<file path="src/epb_pkg.sv">
`default_nettype none
// Shared constants of the Ethernet packet buffer block.
package epb_pkg;
  // Bus geometry.
  localparam int AW = 10;
  localparam int DW = 32;
  // Buffer geometry: 64 entries, pointers carry one wrap bit.
  localparam int DEPTH = 64;
  localparam int PW = 7;
  localparam logic [PW-1:0] FULL_FILL = 7'h40;
  localparam logic [PW-1:0] PSF_THRESH = 7'h10;
  // Register byte addresses.
  localparam logic [AW-1:0] OFS_CTRL = 10'h000;
  localparam logic [AW-1:0] OFS_STAT = 10'h004;
  localparam logic [AW-1:0] OFS_MASK = 10'h008;
  localparam logic [AW-1:0] OFS_FILL = 10'h00C;
  localparam logic [AW-1:0] OFS_RXST = 10'h010;
  localparam logic [AW-1:0] OFS_JABBER = 10'h18C;
  // Control bit positions.
  localparam int CB_GO = 0;
  localparam int CB_FULLSF = 1;
  localparam int CB_FDX = 2;
  localparam int CB_LARGE = 3;
  localparam int CB_RXFSF = 4;
  localparam int NCTRL = 5;
  localparam logic [NCTRL-1:0] CTRL_RST = 5'h02;
  // Status and mask bit positions.
  localparam int SB_AHBERR = 0;
  localparam int SB_TOOBIG = 1;
  localparam int SB_UNDER = 2;
  localparam int SB_RETRY = 3;
  localparam int SB_RXDROP = 4;
  localparam int NSTAT = 5;
  localparam logic [NSTAT-1:0] STAT_RST = 5'h00;
  // Frame figures.
  localparam logic [4:0] MAX_TRIES = 5'h10;
  localparam logic [13:0] JAB_LEN = 14'd1518;
  localparam logic [13:0] JAB_LEN_BIG = 14'd1536;
  localparam logic [9:0] JAB_MAX = 10'h3FF;
  // Transmit read-side states.
  typedef enum logic [1:0] {
    EPB_TX_IDLE = 2'b00,
    EPB_TX_SEND = 2'b01,
    EPB_TX_SKIP = 2'b10
  } epb_tx_state_t;
endpackage : epb_pkg
`default_nettype wire

</file>
<file path="src/epb_top.sv">
// Implementation choice: the Avalon-MM interface to the registers.
`default_nettype none
module epb_top (
  // Clock and reset.
  input  wire logic                     mclk,
  input  wire logic                     rst,
  // Avalon-MM register slave.
  input  wire logic [epb_pkg::AW-1:0]   avs_address,
  input  wire logic                     avs_read,
  input  wire logic                     avs_write,
  input  wire logic [epb_pkg::DW-1:0]   avs_writedata,
  input  wire logic [3:0]               avs_byteenable,
  output logic [epb_pkg::DW-1:0]        avs_readdata,
  output logic                          avs_waitrequest,
  output logic                          irq,
  // Transmit fetch side from system memory.
  output logic                          fetch_req,
  input  wire logic                     fetch_valid,
  input  wire logic [7:0]               fetch_data,
  input  wire logic                     fetch_last,
  input  wire logic                     fetch_err,
  // Transmit side toward the MAC transmitter.
  output logic                          tx_start,
  input  wire logic                     tx_rd,
  output logic [7:0]                    tx_data,
  output logic                          tx_last,
  input  wire logic                     tx_done,
  input  wire logic                     tx_fail,
  // Receive side from the MAC receiver.
  input  wire logic                     rx_push,
  input  wire logic [7:0]               rx_data,
  input  wire logic                     rx_eof,
  input  wire logic [13:0]              rx_len,
  input  wire logic                     rx_crc_err,
  input  wire logic                     rx_align_err,
  input  wire logic                     rx_sym_err,
  // Receive side toward the DMA.
  output logic                          rxo_valid,
  output logic [7:0]                    rxo_data,
  output logic                          rxo_last,
  input  wire logic                     rxo_ready
);
  import epb_pkg::*;

  // Occupancy between two wrapping pointers.
  function automatic logic [PW-1:0] fill(input logic [PW-1:0] a,
                                         input logic [PW-1:0] b);
    fill = a - b;
  endfunction : fill

  // Entry index of a wrapping pointer.
  function automatic logic [PW-2:0] idx(input logic [PW-1:0] p);
    idx = p[PW-2:0];
  endfunction : idx

  // Buffer memories; bit 8 marks a frame's last byte.
  logic [8:0] tx_mem [DEPTH];
  logic [8:0] rx_mem [DEPTH];

  // Software-visible state.
  logic [NCTRL-1:0] ctrl;         // Mode bits; go bit reads zero.
  logic [NSTAT-1:0] status;       // Sticky events.
  logic [NSTAT-1:0] mask;         // Interrupt enables.
  logic [9:0]       jabber_frame_count; // Saturating count.
  logic [14:0]      rx_hold;      // Drop flag and length of last frame.

  // Transmit pointers and control.
  logic [PW-1:0] wr;              // Next write.
  logic [PW-1:0] wfs;             // Start of frame being fetched.
  logic [PW-1:0] fs;              // Oldest retained byte.
  logic [PW-1:0] rd;              // Next byte to the MAC.
  logic [PW-1:0] frames;          // Complete frames held.
  logic [4:0]    tries;           // Failed attempts of head frame.
  logic          tx_run;          // Transmission enabled.
  logic          dma_halt;        // Fetch halted by an oversize frame.
  logic          err_pend;        // Bus error waiting for its turn.
  epb_tx_state_t st;

  // Receive pointers.
  logic [PW-1:0] rwr, rwfs, rrd;
  logic          rx_ovf;          // Current frame overran the buffer.

  // Bus decode.
  wire bus_req    = avs_read | avs_write;
  wire bus_take   = bus_req & ~avs_waitrequest;
  wire wr_lane0   = bus_take & avs_write & avs_byteenable[0];
  wire w_ctrl     = wr_lane0 & (avs_address == OFS_CTRL);
  wire w_stat     = wr_lane0 & (avs_address == OFS_STAT);
  wire w_mask     = wr_lane0 & (avs_address == OFS_MASK);
  wire go_write   = w_ctrl & avs_writedata[CB_GO];
  wire full_sf    = ctrl[CB_FULLSF];
  wire fdx        = ctrl[CB_FDX];
  // Retain the frame for retry unless cut-through full duplex.
  wire retain     = full_sf | ~fdx;

  // Transmit event decode.
  wire fetch_take = fetch_req & fetch_valid;
  wire tx_empty   = (rd == wr);
  wire in_send    = (st == EPB_TX_SEND);
  wire underflow  = in_send & tx_rd & tx_empty & ~full_sf;
  wire too_big    = fetch_take & ~fetch_err & ~fetch_last & full_sf
                    & (fill(wr, wfs) == FULL_FILL - 7'h01);
  wire frame_in   = fetch_take & ~fetch_err & fetch_last;
  wire ahb_report = err_pend & (frames == 7'h00);
  wire last_fail  = in_send & tx_fail & (tries == MAX_TRIES - 5'h01);
  wire skip_end   = (st == EPB_TX_SKIP) & ~tx_empty & tx_mem[idx(rd)][8];
  // A frame whose last byte was already popped when the final attempt
  // failed has nothing left to skip, so it is dropped at once.
  wire drop_now   = last_fail & tx_last;
  wire frame_out  = (in_send & tx_done) | skip_end | drop_now;
  wire start_ok   = tx_run & ((frames != 7'h00)
                    | (~full_sf & (fill(wr, rd) >= PSF_THRESH)));

  // Receive event decode.
  wire rx_full    = (fill(rwr, rrd) == FULL_FILL);
  wire rx_bad     = rx_crc_err | rx_align_err | rx_sym_err;
  wire rx_drop    = rx_push & rx_eof & (rx_bad | rx_ovf | rx_full);
  wire [13:0] jab_lim = ctrl[CB_LARGE] ? JAB_LEN_BIG : JAB_LEN;
  wire jab_hit    = rx_push & rx_eof & rx_bad & (rx_len > jab_lim);
  wire rxo_load   = (~rxo_valid | rxo_ready) & (rrd != rwfs);

  // Status set terms, set beats a same-cycle clear.
  wire [NSTAT-1:0] st_set = {rx_drop, last_fail, underflow, too_big,
                             ahb_report};
  wire [NSTAT-1:0] next_status =
    (status & ~(w_stat ? avs_writedata[NSTAT-1:0] : STAT_RST)) | st_set;

  // Read data selection; unmapped addresses read zero.
  wire [DW-1:0] rd_mux =
    (avs_address == OFS_CTRL)   ? {27'h0000000, ctrl & ~5'h01} :
    (avs_address == OFS_STAT)   ? {27'h0000000, status} :
    (avs_address == OFS_MASK)   ? {27'h0000000, mask} :
    (avs_address == OFS_FILL)   ? {14'h0000, tx_run, dma_halt,
                                   1'b0, fill(rwr, rrd),
                                   1'b0, fill(wr, fs)} :
    (avs_address == OFS_RXST)   ? {17'h00000, rx_hold} :
    (avs_address == OFS_JABBER) ? {22'h000000, jabber_frame_count} :
    32'h00000000;

  // Bus answer: waitrequest drops one cycle after a request is seen,
  // so every access takes two edges; read data stands with it.
  always_ff @(posedge mclk) begin
    if (rst) begin
      avs_waitrequest <= 1'b1;
      avs_readdata    <= 32'h00000000;
    end else begin
      avs_waitrequest <= ~(bus_req & avs_waitrequest);
      if (bus_req & avs_waitrequest) begin
        avs_readdata <= rd_mux;
      end
    end
  end

  // Control, mask, status and interrupt registers.
  always_ff @(posedge mclk) begin
    if (rst) begin
      ctrl   <= CTRL_RST;
      mask   <= STAT_RST;
      status <= STAT_RST;
      irq    <= 1'b0;
    end else begin
      if (w_ctrl) begin
        ctrl <= avs_writedata[NCTRL-1:0];
      end
      if (w_mask) begin
        mask <= avs_writedata[NSTAT-1:0];
      end
      status <= next_status;
      irq    <= |(next_status & mask);
    end
  end

  // Fetch request is dropped one entry early because it is registered;
  // a grant in the same cycle can still find room.
  always_ff @(posedge mclk) begin
    if (rst) begin
      fetch_req <= 1'b0;
    end else begin
      fetch_req <= ~dma_halt & ~err_pend & ~go_write & ~underflow
                   & (fill(wr, fs) < FULL_FILL - 7'h01);
    end
  end

  // Transmit buffer writes.
  always_ff @(posedge mclk) begin
    if (fetch_take & ~fetch_err) begin
      tx_mem[idx(wr)] <= {fetch_last, fetch_data};
    end
  end

  // Transmit pointers, frame count and state. An underflow flushes
  // everything, so it overrides every other pointer move.
  always_ff @(posedge mclk) begin
    if (rst) begin
      wr <= 7'h00; wfs <= 7'h00; fs <= 7'h00; rd <= 7'h00;
      frames   <= 7'h00;
      tries    <= 5'h00;
      tx_run   <= 1'b0;
      dma_halt <= 1'b0;
      err_pend <= 1'b0;
      st       <= EPB_TX_IDLE;
      tx_start <= 1'b0;
      tx_data  <= 8'h00;
      tx_last  <= 1'b0;
    end else if (underflow) begin
      wr <= 7'h00; wfs <= 7'h00; fs <= 7'h00; rd <= 7'h00;
      frames   <= 7'h00;
      tx_run   <= go_write;
      st       <= EPB_TX_IDLE;
      tx_start <= 1'b0;
    end else begin
      tx_start <= 1'b0;
      if (go_write) begin
        tx_run   <= 1'b1;
        dma_halt <= 1'b0;
      end
      if (ahb_report) begin
        err_pend <= 1'b0;
      end
      // Write side: drop the partial frame on a bus error.
      if (fetch_take & fetch_err) begin
        wr       <= wfs;
        err_pend <= 1'b1;
      end else if (too_big) begin
        wr       <= wfs;
        dma_halt <= 1'b1;
      end else if (fetch_take) begin
        wr <= wr + 7'h01;
        if (fetch_last) begin
          wfs <= wr + 7'h01;
        end
      end
      frames <= frames + {6'h00, frame_in} - {6'h00, frame_out};
      // Read side.
      unique case (st)
        EPB_TX_IDLE: begin
          if (start_ok) begin
            tx_start <= 1'b1;
            tx_last  <= 1'b0;
            tries    <= 5'h00;
            st       <= EPB_TX_SEND;
          end
        end
        EPB_TX_SEND: begin
          if (tx_done) begin
            fs <= rd;
            st <= EPB_TX_IDLE;
          end else if (last_fail) begin
            // The last flag is cleared on every start, so it is only
            // set here when this attempt really reached the frame end.
            if (tx_last) begin
              fs <= rd;
              st <= EPB_TX_IDLE;
            end else begin
              st <= EPB_TX_SKIP;
            end
          end else if (tx_fail & retain) begin
            rd       <= fs;
            tries    <= tries + 5'h01;
            tx_start <= 1'b1;
            tx_last  <= 1'b0;
          end else if (tx_rd & ~tx_empty) begin
            tx_data <= tx_mem[idx(rd)][7:0];
            tx_last <= tx_mem[idx(rd)][8];
            rd      <= rd + 7'h01;
            if (~retain) begin
              fs <= rd + 7'h01;
            end
          end
        end
        EPB_TX_SKIP: begin
          if (~tx_empty) begin
            rd <= rd + 7'h01;
            if (skip_end) begin
              fs <= rd + 7'h01;
              st <= EPB_TX_IDLE;
            end
          end
        end
        default: st <= EPB_TX_IDLE;
      endcase
    end
  end

  // Receive buffer writes: each accepted push is one entry.
  always_ff @(posedge mclk) begin
    if (rx_push & ~rx_full) begin
      rx_mem[idx(rwr)] <= {rx_eof, rx_data};
    end
  end

  // Receive pointers. A frame is committed to the DMA only at its end;
  // an errored or overrun frame rewinds to its start with its last byte, which
  // frees its space for the next frame.
  always_ff @(posedge mclk) begin
    if (rst) begin
      rwr    <= 7'h00;
      rwfs   <= 7'h00;
      rx_ovf <= 1'b0;
    end else if (rx_push) begin
      if (rx_eof) begin
        rx_ovf <= 1'b0;
        if (rx_drop) begin
          rwr <= rwfs;
        end else begin
          rwr  <= rwr + 7'h01;
          rwfs <= rwr + 7'h01;
        end
      end else if (rx_full) begin
        rx_ovf <= 1'b1;
      end else begin
        rwr <= rwr + 7'h01;
      end
    end
  end

  // Frame-end status hold and jabber statistics, for every frame.
  always_ff @(posedge mclk) begin
    if (rst) begin
      rx_hold            <= 15'h0000;
      jabber_frame_count <= 10'h000;
    end else begin
      if (rx_push & rx_eof) begin
        rx_hold <= {rx_drop, rx_len};
      end
      if (jab_hit & (jabber_frame_count != JAB_MAX)) begin
        jabber_frame_count <= jabber_frame_count + 10'h001;
      end
    end
  end

  // Receive readout toward the DMA.
  always_ff @(posedge mclk) begin
    if (rst) begin
      rrd       <= 7'h00;
      rxo_valid <= 1'b0;
      rxo_data  <= 8'h00;
      rxo_last  <= 1'b0;
    end else if (rxo_load) begin
      rxo_valid <= 1'b1;
      rxo_data  <= rx_mem[idx(rrd)][7:0];
      rxo_last  <= rx_mem[idx(rrd)][8];
      rrd       <= rrd + 7'h01;
    end else if (rxo_ready) begin
      rxo_valid <= 1'b0;
    end
  end
endmodule : epb_top
`default_nettype wire

</file>
<file path="config.mk">
export PLATFORM = sky130hd
export DESIGN_NAME = epb_top
export DESIGN_NICKNAME = d
export VERILOG_FILES = /design/src/epb_pkg.sv /design/src/epb_top.sv
export SDC_FILE = /design/constraint.sdc
export NUM_CORES = 2
export LEC_CHECK = 0
export BUFFER_PORTS_ARGS = -buffer_cell sky130_fd_sc_hd__buf_2
export CORE_MARGIN = 8
export CORE_UTILIZATION = 45
export CTS_CLUSTER_DIAMETER = 40
export CTS_CLUSTER_SIZE = 12
export DETAILED_ROUTE_END_ITERATION = 10
export PLACE_DENSITY_LB_ADDON = 0.12
export REMOVE_ABC_BUFFERS = 1
export SLEW_MARGIN = 20
export SYNTH_ARGS = -nofsm -noshare
export SYNTH_HDL_FRONTEND = slang
export SYNTH_SLANG_ARGS = --single-unit
</file>
<file path="constraint.sdc">
create_clock -name mclk -period 10 [get_ports mclk]
set_input_delay 1.5 -clock mclk [delete_from_list [all_inputs] [get_ports mclk]]
set_output_delay 1.5 -clock mclk [all_outputs]
set_load 0.005 [all_outputs]
</file>
**Word-level counts from Yosys, hierarchy flattened**

Memories as Yosys holds them, arrays and structs flattened. A register that Yosys moved wholly into a read port is not among the register bits.
Index checks and enable logic that the tools add are counted.

- Add/subtract/negate cells: 12
- $lt $le $gt $ge: 3
- Equal/unequal tests: 26
- Mux-type cells: 69
- Bitwise gates (word level): 72
- Reduce and logical (&&, ||, !) cells: 24

Operator list:

| cell | count |
|---|---|
| 7-bit 2-to-1 mux | 19 |
| 18-bit 2-to-1 mux | 4 |
| 1-bit bitwise AND | 40 |
| 7-bit by 1-bit adder with 7-bit output (second input constant) | 4 |
| 7-bit one-hot mux with 2 select lines | 2 |
| 7-bit subtractor | 4 |
| 5-bit 2-to-1 mux | 5 |
| 1-bit 2-to-1 mux | 24 |
| 10-bit by 4-bit equality test with 1-bit output (second input constant) | 2 |
| 10-bit 2-to-1 mux | 2 |
| 1-bit inverter | 18 |
| 6-bit AND reduction | 3 |
| 15-bit 2-to-1 mux | 1 |
| 14-bit by 11-bit > comparator with 1-bit output | 1 |
| 2-bit 2-to-1 mux | 6 |
| 6-bit 2-to-1 mux | 2 |
| 2-bit inequality test (second input constant) | 6 |
| 2-bit nonzero test | 6 |
| 10-bit by 1-bit adder with 10-bit output (second input constant) | 1 |
| 5-bit bitwise AND | 2 |
| 10-bit by 3-bit equality test with 1-bit output (second input constant) | 1 |
| 10-bit by 5-bit equality test with 1-bit output (second input constant) | 1 |
| 10-bit by 9-bit equality test with 1-bit output (second input constant) | 1 |
| 10-bit zero test | 1 |
| 35 further kinds | 50 |

- Register bits: 153
- Bits in writable memories: 1,152
- Logic and storage cells: 235
- Memories kept: 2

Memory list:

| memory | depth | bits a word | rd ports | clocked after Yosys merged registers in | wr ports | line | source |
|---|---|---|---|---|---|---|---|
| rx_mem | 64 | 9 | 1 | 1 | 1 | epb_top.sv:58 | `logic [8:0] rx_mem [DEPTH];` |
| tx_mem | 64 | 9 | 1 | 1 | 1 | epb_top.sv:57 | `logic [8:0] tx_mem [DEPTH];` |

**Longest topological paths before layout**

- Depth in word-level cells: 11
- Gate-level depth with buffers: 22
- Depth with buffers taken out: 18

**Worst setup path after synthesis**

No wires, ideal clock.

- Path type: input port to flip-flop
- From: in fetch_valid
- To: reg frames[6]
- Arrival time: 3,903 ps
- Required time: 9,872 ps
- Slack: 5,969 ps
- Cell stages on the path: 16
- Cell sequence: nand2_1 -> nor2_1 -> and2_1 -> clkbuf_1 -> inv_1 -> ha_1 -> inv_1 -> ha_1 -> fa_1 -> a21oi_1 -> o21bai_1 -> a21oi_1 -> nor2_1 -> nor2_1 -> xnor2_1 -> nor2_1

- Word-level cells in the longest chain between the ends: 5

Ends and longest elaborated chain:

| what | line | source |
|---|---|---|
| start: declaration | epb_top.sv:18 | `input wire logic fetch_valid,` |
| 1-bit bitwise AND | epb_top.sv:97 | `wire fetch_take = fetch_req & fetch_valid;` |
| 1-bit bitwise AND (2 in series) | epb_top.sv:103 | `wire frame_in = fetch_take & ~fetch_err & fetch_last;` |
| 7-bit by 1-bit adder with 7-bit output | epb_top.sv:233 | `frames <= frames + {6'h00, frame_in} - {6'h00, frame_out};` |
| 7-bit by 1-bit subtractor with 7-bit output | epb_top.sv:233 |  |
| end signal: assignment | epb_top.sv:233 |  |
| end: declaration | epb_top.sv:72 | `logic [PW-1:0] frames;` |

No other way between the ends.
A chain may end at the register's enable or synchronous reset.

==> run summary <==
crit-path most repeated cell: nor2_1
Max transition margin: 23.1%
final setup violation count: 0
Synth Instances: 2940
setup TNS: 0 ns
worst path cell trace: buf_4 > mux4_2 > nor2b_1 > o41ai_1 > and4b_1 > a41oi_2 > and2_1 > o21bai_1 > ha_1 > inv_1 > ha_1 > fa_1 > a21oi_1 > o21bai_1 > a21oi_1 > nor2_1 > nor2_1 > xnor2_1 > nor2_1
final hold vios: 0
die area: 0.129 mm2
hold_buf cts: 0
largest net degree at the start of global routing: 82
final instance area: 0.0606 mm2
final wirelength: 125 mm
Fmax: 0.182 GHz
initial antenna violation count: 4
initial detailed-routing violation count: 2230
Reg2Reg Depth: 19
DIE HEIGHT: 359 um
Routed Antenna Nets: 0
clock-pin slew on the worst setup and hold paths: 0.05 ns
final core utilization: 51.6%
detailed-route via count: 27600
worst-margin pin slew: 1.15 ns
share of post-route cells with drive strength above 1: 24.1%
Warnings, synthesis: 0
Final period util: 54.8%
grt ovf: 0
Core Area: 0.117 mm2
slowest CP cell: dfxtp_4
clock latency on the worst-skew pair: 0.76 ns
share of the synthesized area in the top cell type: 65.2%
placed inst area: 0.0550 mm2
status: finished clean
LEAKAGE: 19.0 nW
vias in the first global route: 28700
CP Data Required Time: 10.60 ns
worst-path maximum fanout: 33
CTS Sinks: 1304
WL/cell: 26.2 um
CP startpoint kind: flip-flop
RSZ-0062 raised after global routing: no
deepest clock path buffer count: 3
count leader, synth: edfxtp_1
Yosys reg bits: 1304
Tmin final: 5.48 ns
area grow syn2layout: 14.3%
nature of the critical path endpoint: flip-flop
root buf cell: clkbuf_16
Largest stage delay, worst path: 0.71 ns
First-pass DRT Iterations: 6
sequential area share after synthesis: 71.0%
Die Wd: 359 um
initial core utilization: 45.2%
number of synthesized flops with an enable pin: 1152
row cnt: 126
TritonCTS Buffers: 167
MaxCap Viol Count: 0
Power Dens Cells: 224 mW/mm2
post-CTS setup buffers: 0
gpl congestion: 0.838
Avg Cell Area, Syn: 18.0 um2
Max Transition Viols Final: 0
maximum VDD drop: 159 uV
Main synth FF type: edfxtp_1
synth top area cells: edfxtp_1, mux4_2, dfxtp_1
num ports: 147
post-CTS resize count: 0
cell depth of the worst min-delay path: 2
I/O Buffers: 101
DP HPWL: 77.8 mm
start-to-end type of the worst setup path: reg2reg
area leader, netlist: edfxtp_1
gr usage total: 19.0%
Post-synth top cells: edfxtp_1, mux4_2, nor2_1
final worst clock skew: 0.0240 ns
worst min path class: reg2reg
global-route wire length before repair: 186 mm
Synth async-reset ratio: 0%
CTS H-tree depth: 4
synth unique cells: 81
fin nets: 3237
drc violations: 0
Cell Area, Synth: 0.0530 mm2
CP Data Arrival Time: 6.08 ns
TritonCTS clock tree: built
via/cell ratio: 5.79
## registers in the layout, summed over array words and instances, names as in the netlist, 2 cells and up, named ones only
register            flops
rx_mem                576
tx_mem                576
avs_readdata           17
rx_hold                15
jabber_frame_count     10
rxo_data                8
tx_data                 8
frames                  7
fs                      7
rd                      7
rrd                     7
rwfs                    7
rwr                     7
wfs                     7
wr                      7
mask                    5
status                  5
tries                   5
ctrl                    4
st                      2
## layout make-up
cell class / count / area [um2]
Antenna cell: 2 / 5.00
Clock buffer: 193 / 4350
Clock inverter: 107 / 1260
Fill cell: 9355 / 56800
Inverter: 65 / 244
Multi-Input combinational cell: 1421 / 14400
Sequential cell: 1304 / 37700
Tap cell: 1536 / 1920
Timing Repair Buffer: 134 / 768
## final timing paths
| kind | startpoint | endpoint | slack [ns] |
|---|---|---|---|
| min reg2reg | tries[4] | tries[4] | 0.45 |
| max reg2reg | flip-flop | frames[6] | 4.52 |
| max | flip-flop | frames[6] | 4.52 |
| min | tries[4] | tries[4] | 0.45 |
## cell families after synthesis
| group | synth area share (%) |
|---|---|
| AO/OA/AOI/OAI | 3.93 |
| buffers and inverters | 2.01 |
| multiplexers | 15.5 |
| adder cells (fa/ha/maj) | 1.28 |
| XOR/XNOR | 0.892 |
| flip-flops | 71.0 |
| AND/OR/NAND/NOR | 5.44 |
| other | 0.00707 |
## per-stage QoR
step	hold slack [ns]	total power, W	instances	setup slack [ns]
global placement	0.439	0.00770	4460	4.45
floorplan	0.426	0.00734	2790	0.886
global route	0.477	0.0140	4760	4.15
detailed placement	0.445	0.00772	4460	4.45
finish	0.451	0.0136	4762	4.52
CTS	0.453	0.0137	4760	4.44
## worst max-delay path: cells and delay by family (launching register included)
kind	cells	cell delay, ns
AOI/OAI and AO/OA	6	1.58
xor gates and xnor gates	1	0.13
adders and majority gates	3	0.82
buffers and inverters	2	0.69
DFF	1	0.71
muxes	1	0.34
and+or+nand+nor	6	0.98
## power breakdown
group	internal (W)	total (W)	switching (W)
combinational	0.000694	0.00150	0.000804
clock	0.00361	0.00597	0.00236
sequential	0.00599	0.00608	0.0000981
total	0.0103	0.0136	0.00326
## per-layer routing
metal / vias up / wire length, um / GRT usage, %
li1: 12200 / - / -
met1: 14400 / 51800 / 24.8
met2: 814 / 63100 / 32.1
met3: 214 / 6500 / 3.46
met4: 2 / 3640 / 6.60
met5: - / 12 / 0
## cells in the final DEF, fill, tap and decap left out, types with 11 or more instances in the layout
cell type      n
a31oi_1       16
clkinv_4      16
a21oi_1       62
nor2_1       259
mux4_2       340
nand3_1       44
o21ai_0       21
and2_1        24
clkbuf_16    168
a211oi_1      25
inv_6         21
a221oi_1      14
nor3_1        30
mux2i_1       41
edfxtp_1    1152
or3_1         11
xnor2_1       34
clkinvlp_4    13
a22oi_1       26
xor2_1        20
o211ai_1      12
nor2b_1       20
buf_4         39
nand2_1      124
conb_1        15
bufinv_16     17
buf_2         95
nand4_1       16
a22o_1        18
clkinv_2      19
o22ai_1       11
inv_1         64
nand2b_1      26
dfxtp_1      145
and3_1        12
clkbuf_1      20
ha_1          48
nor4_1        13
Power figures use the tool's default switching activity.
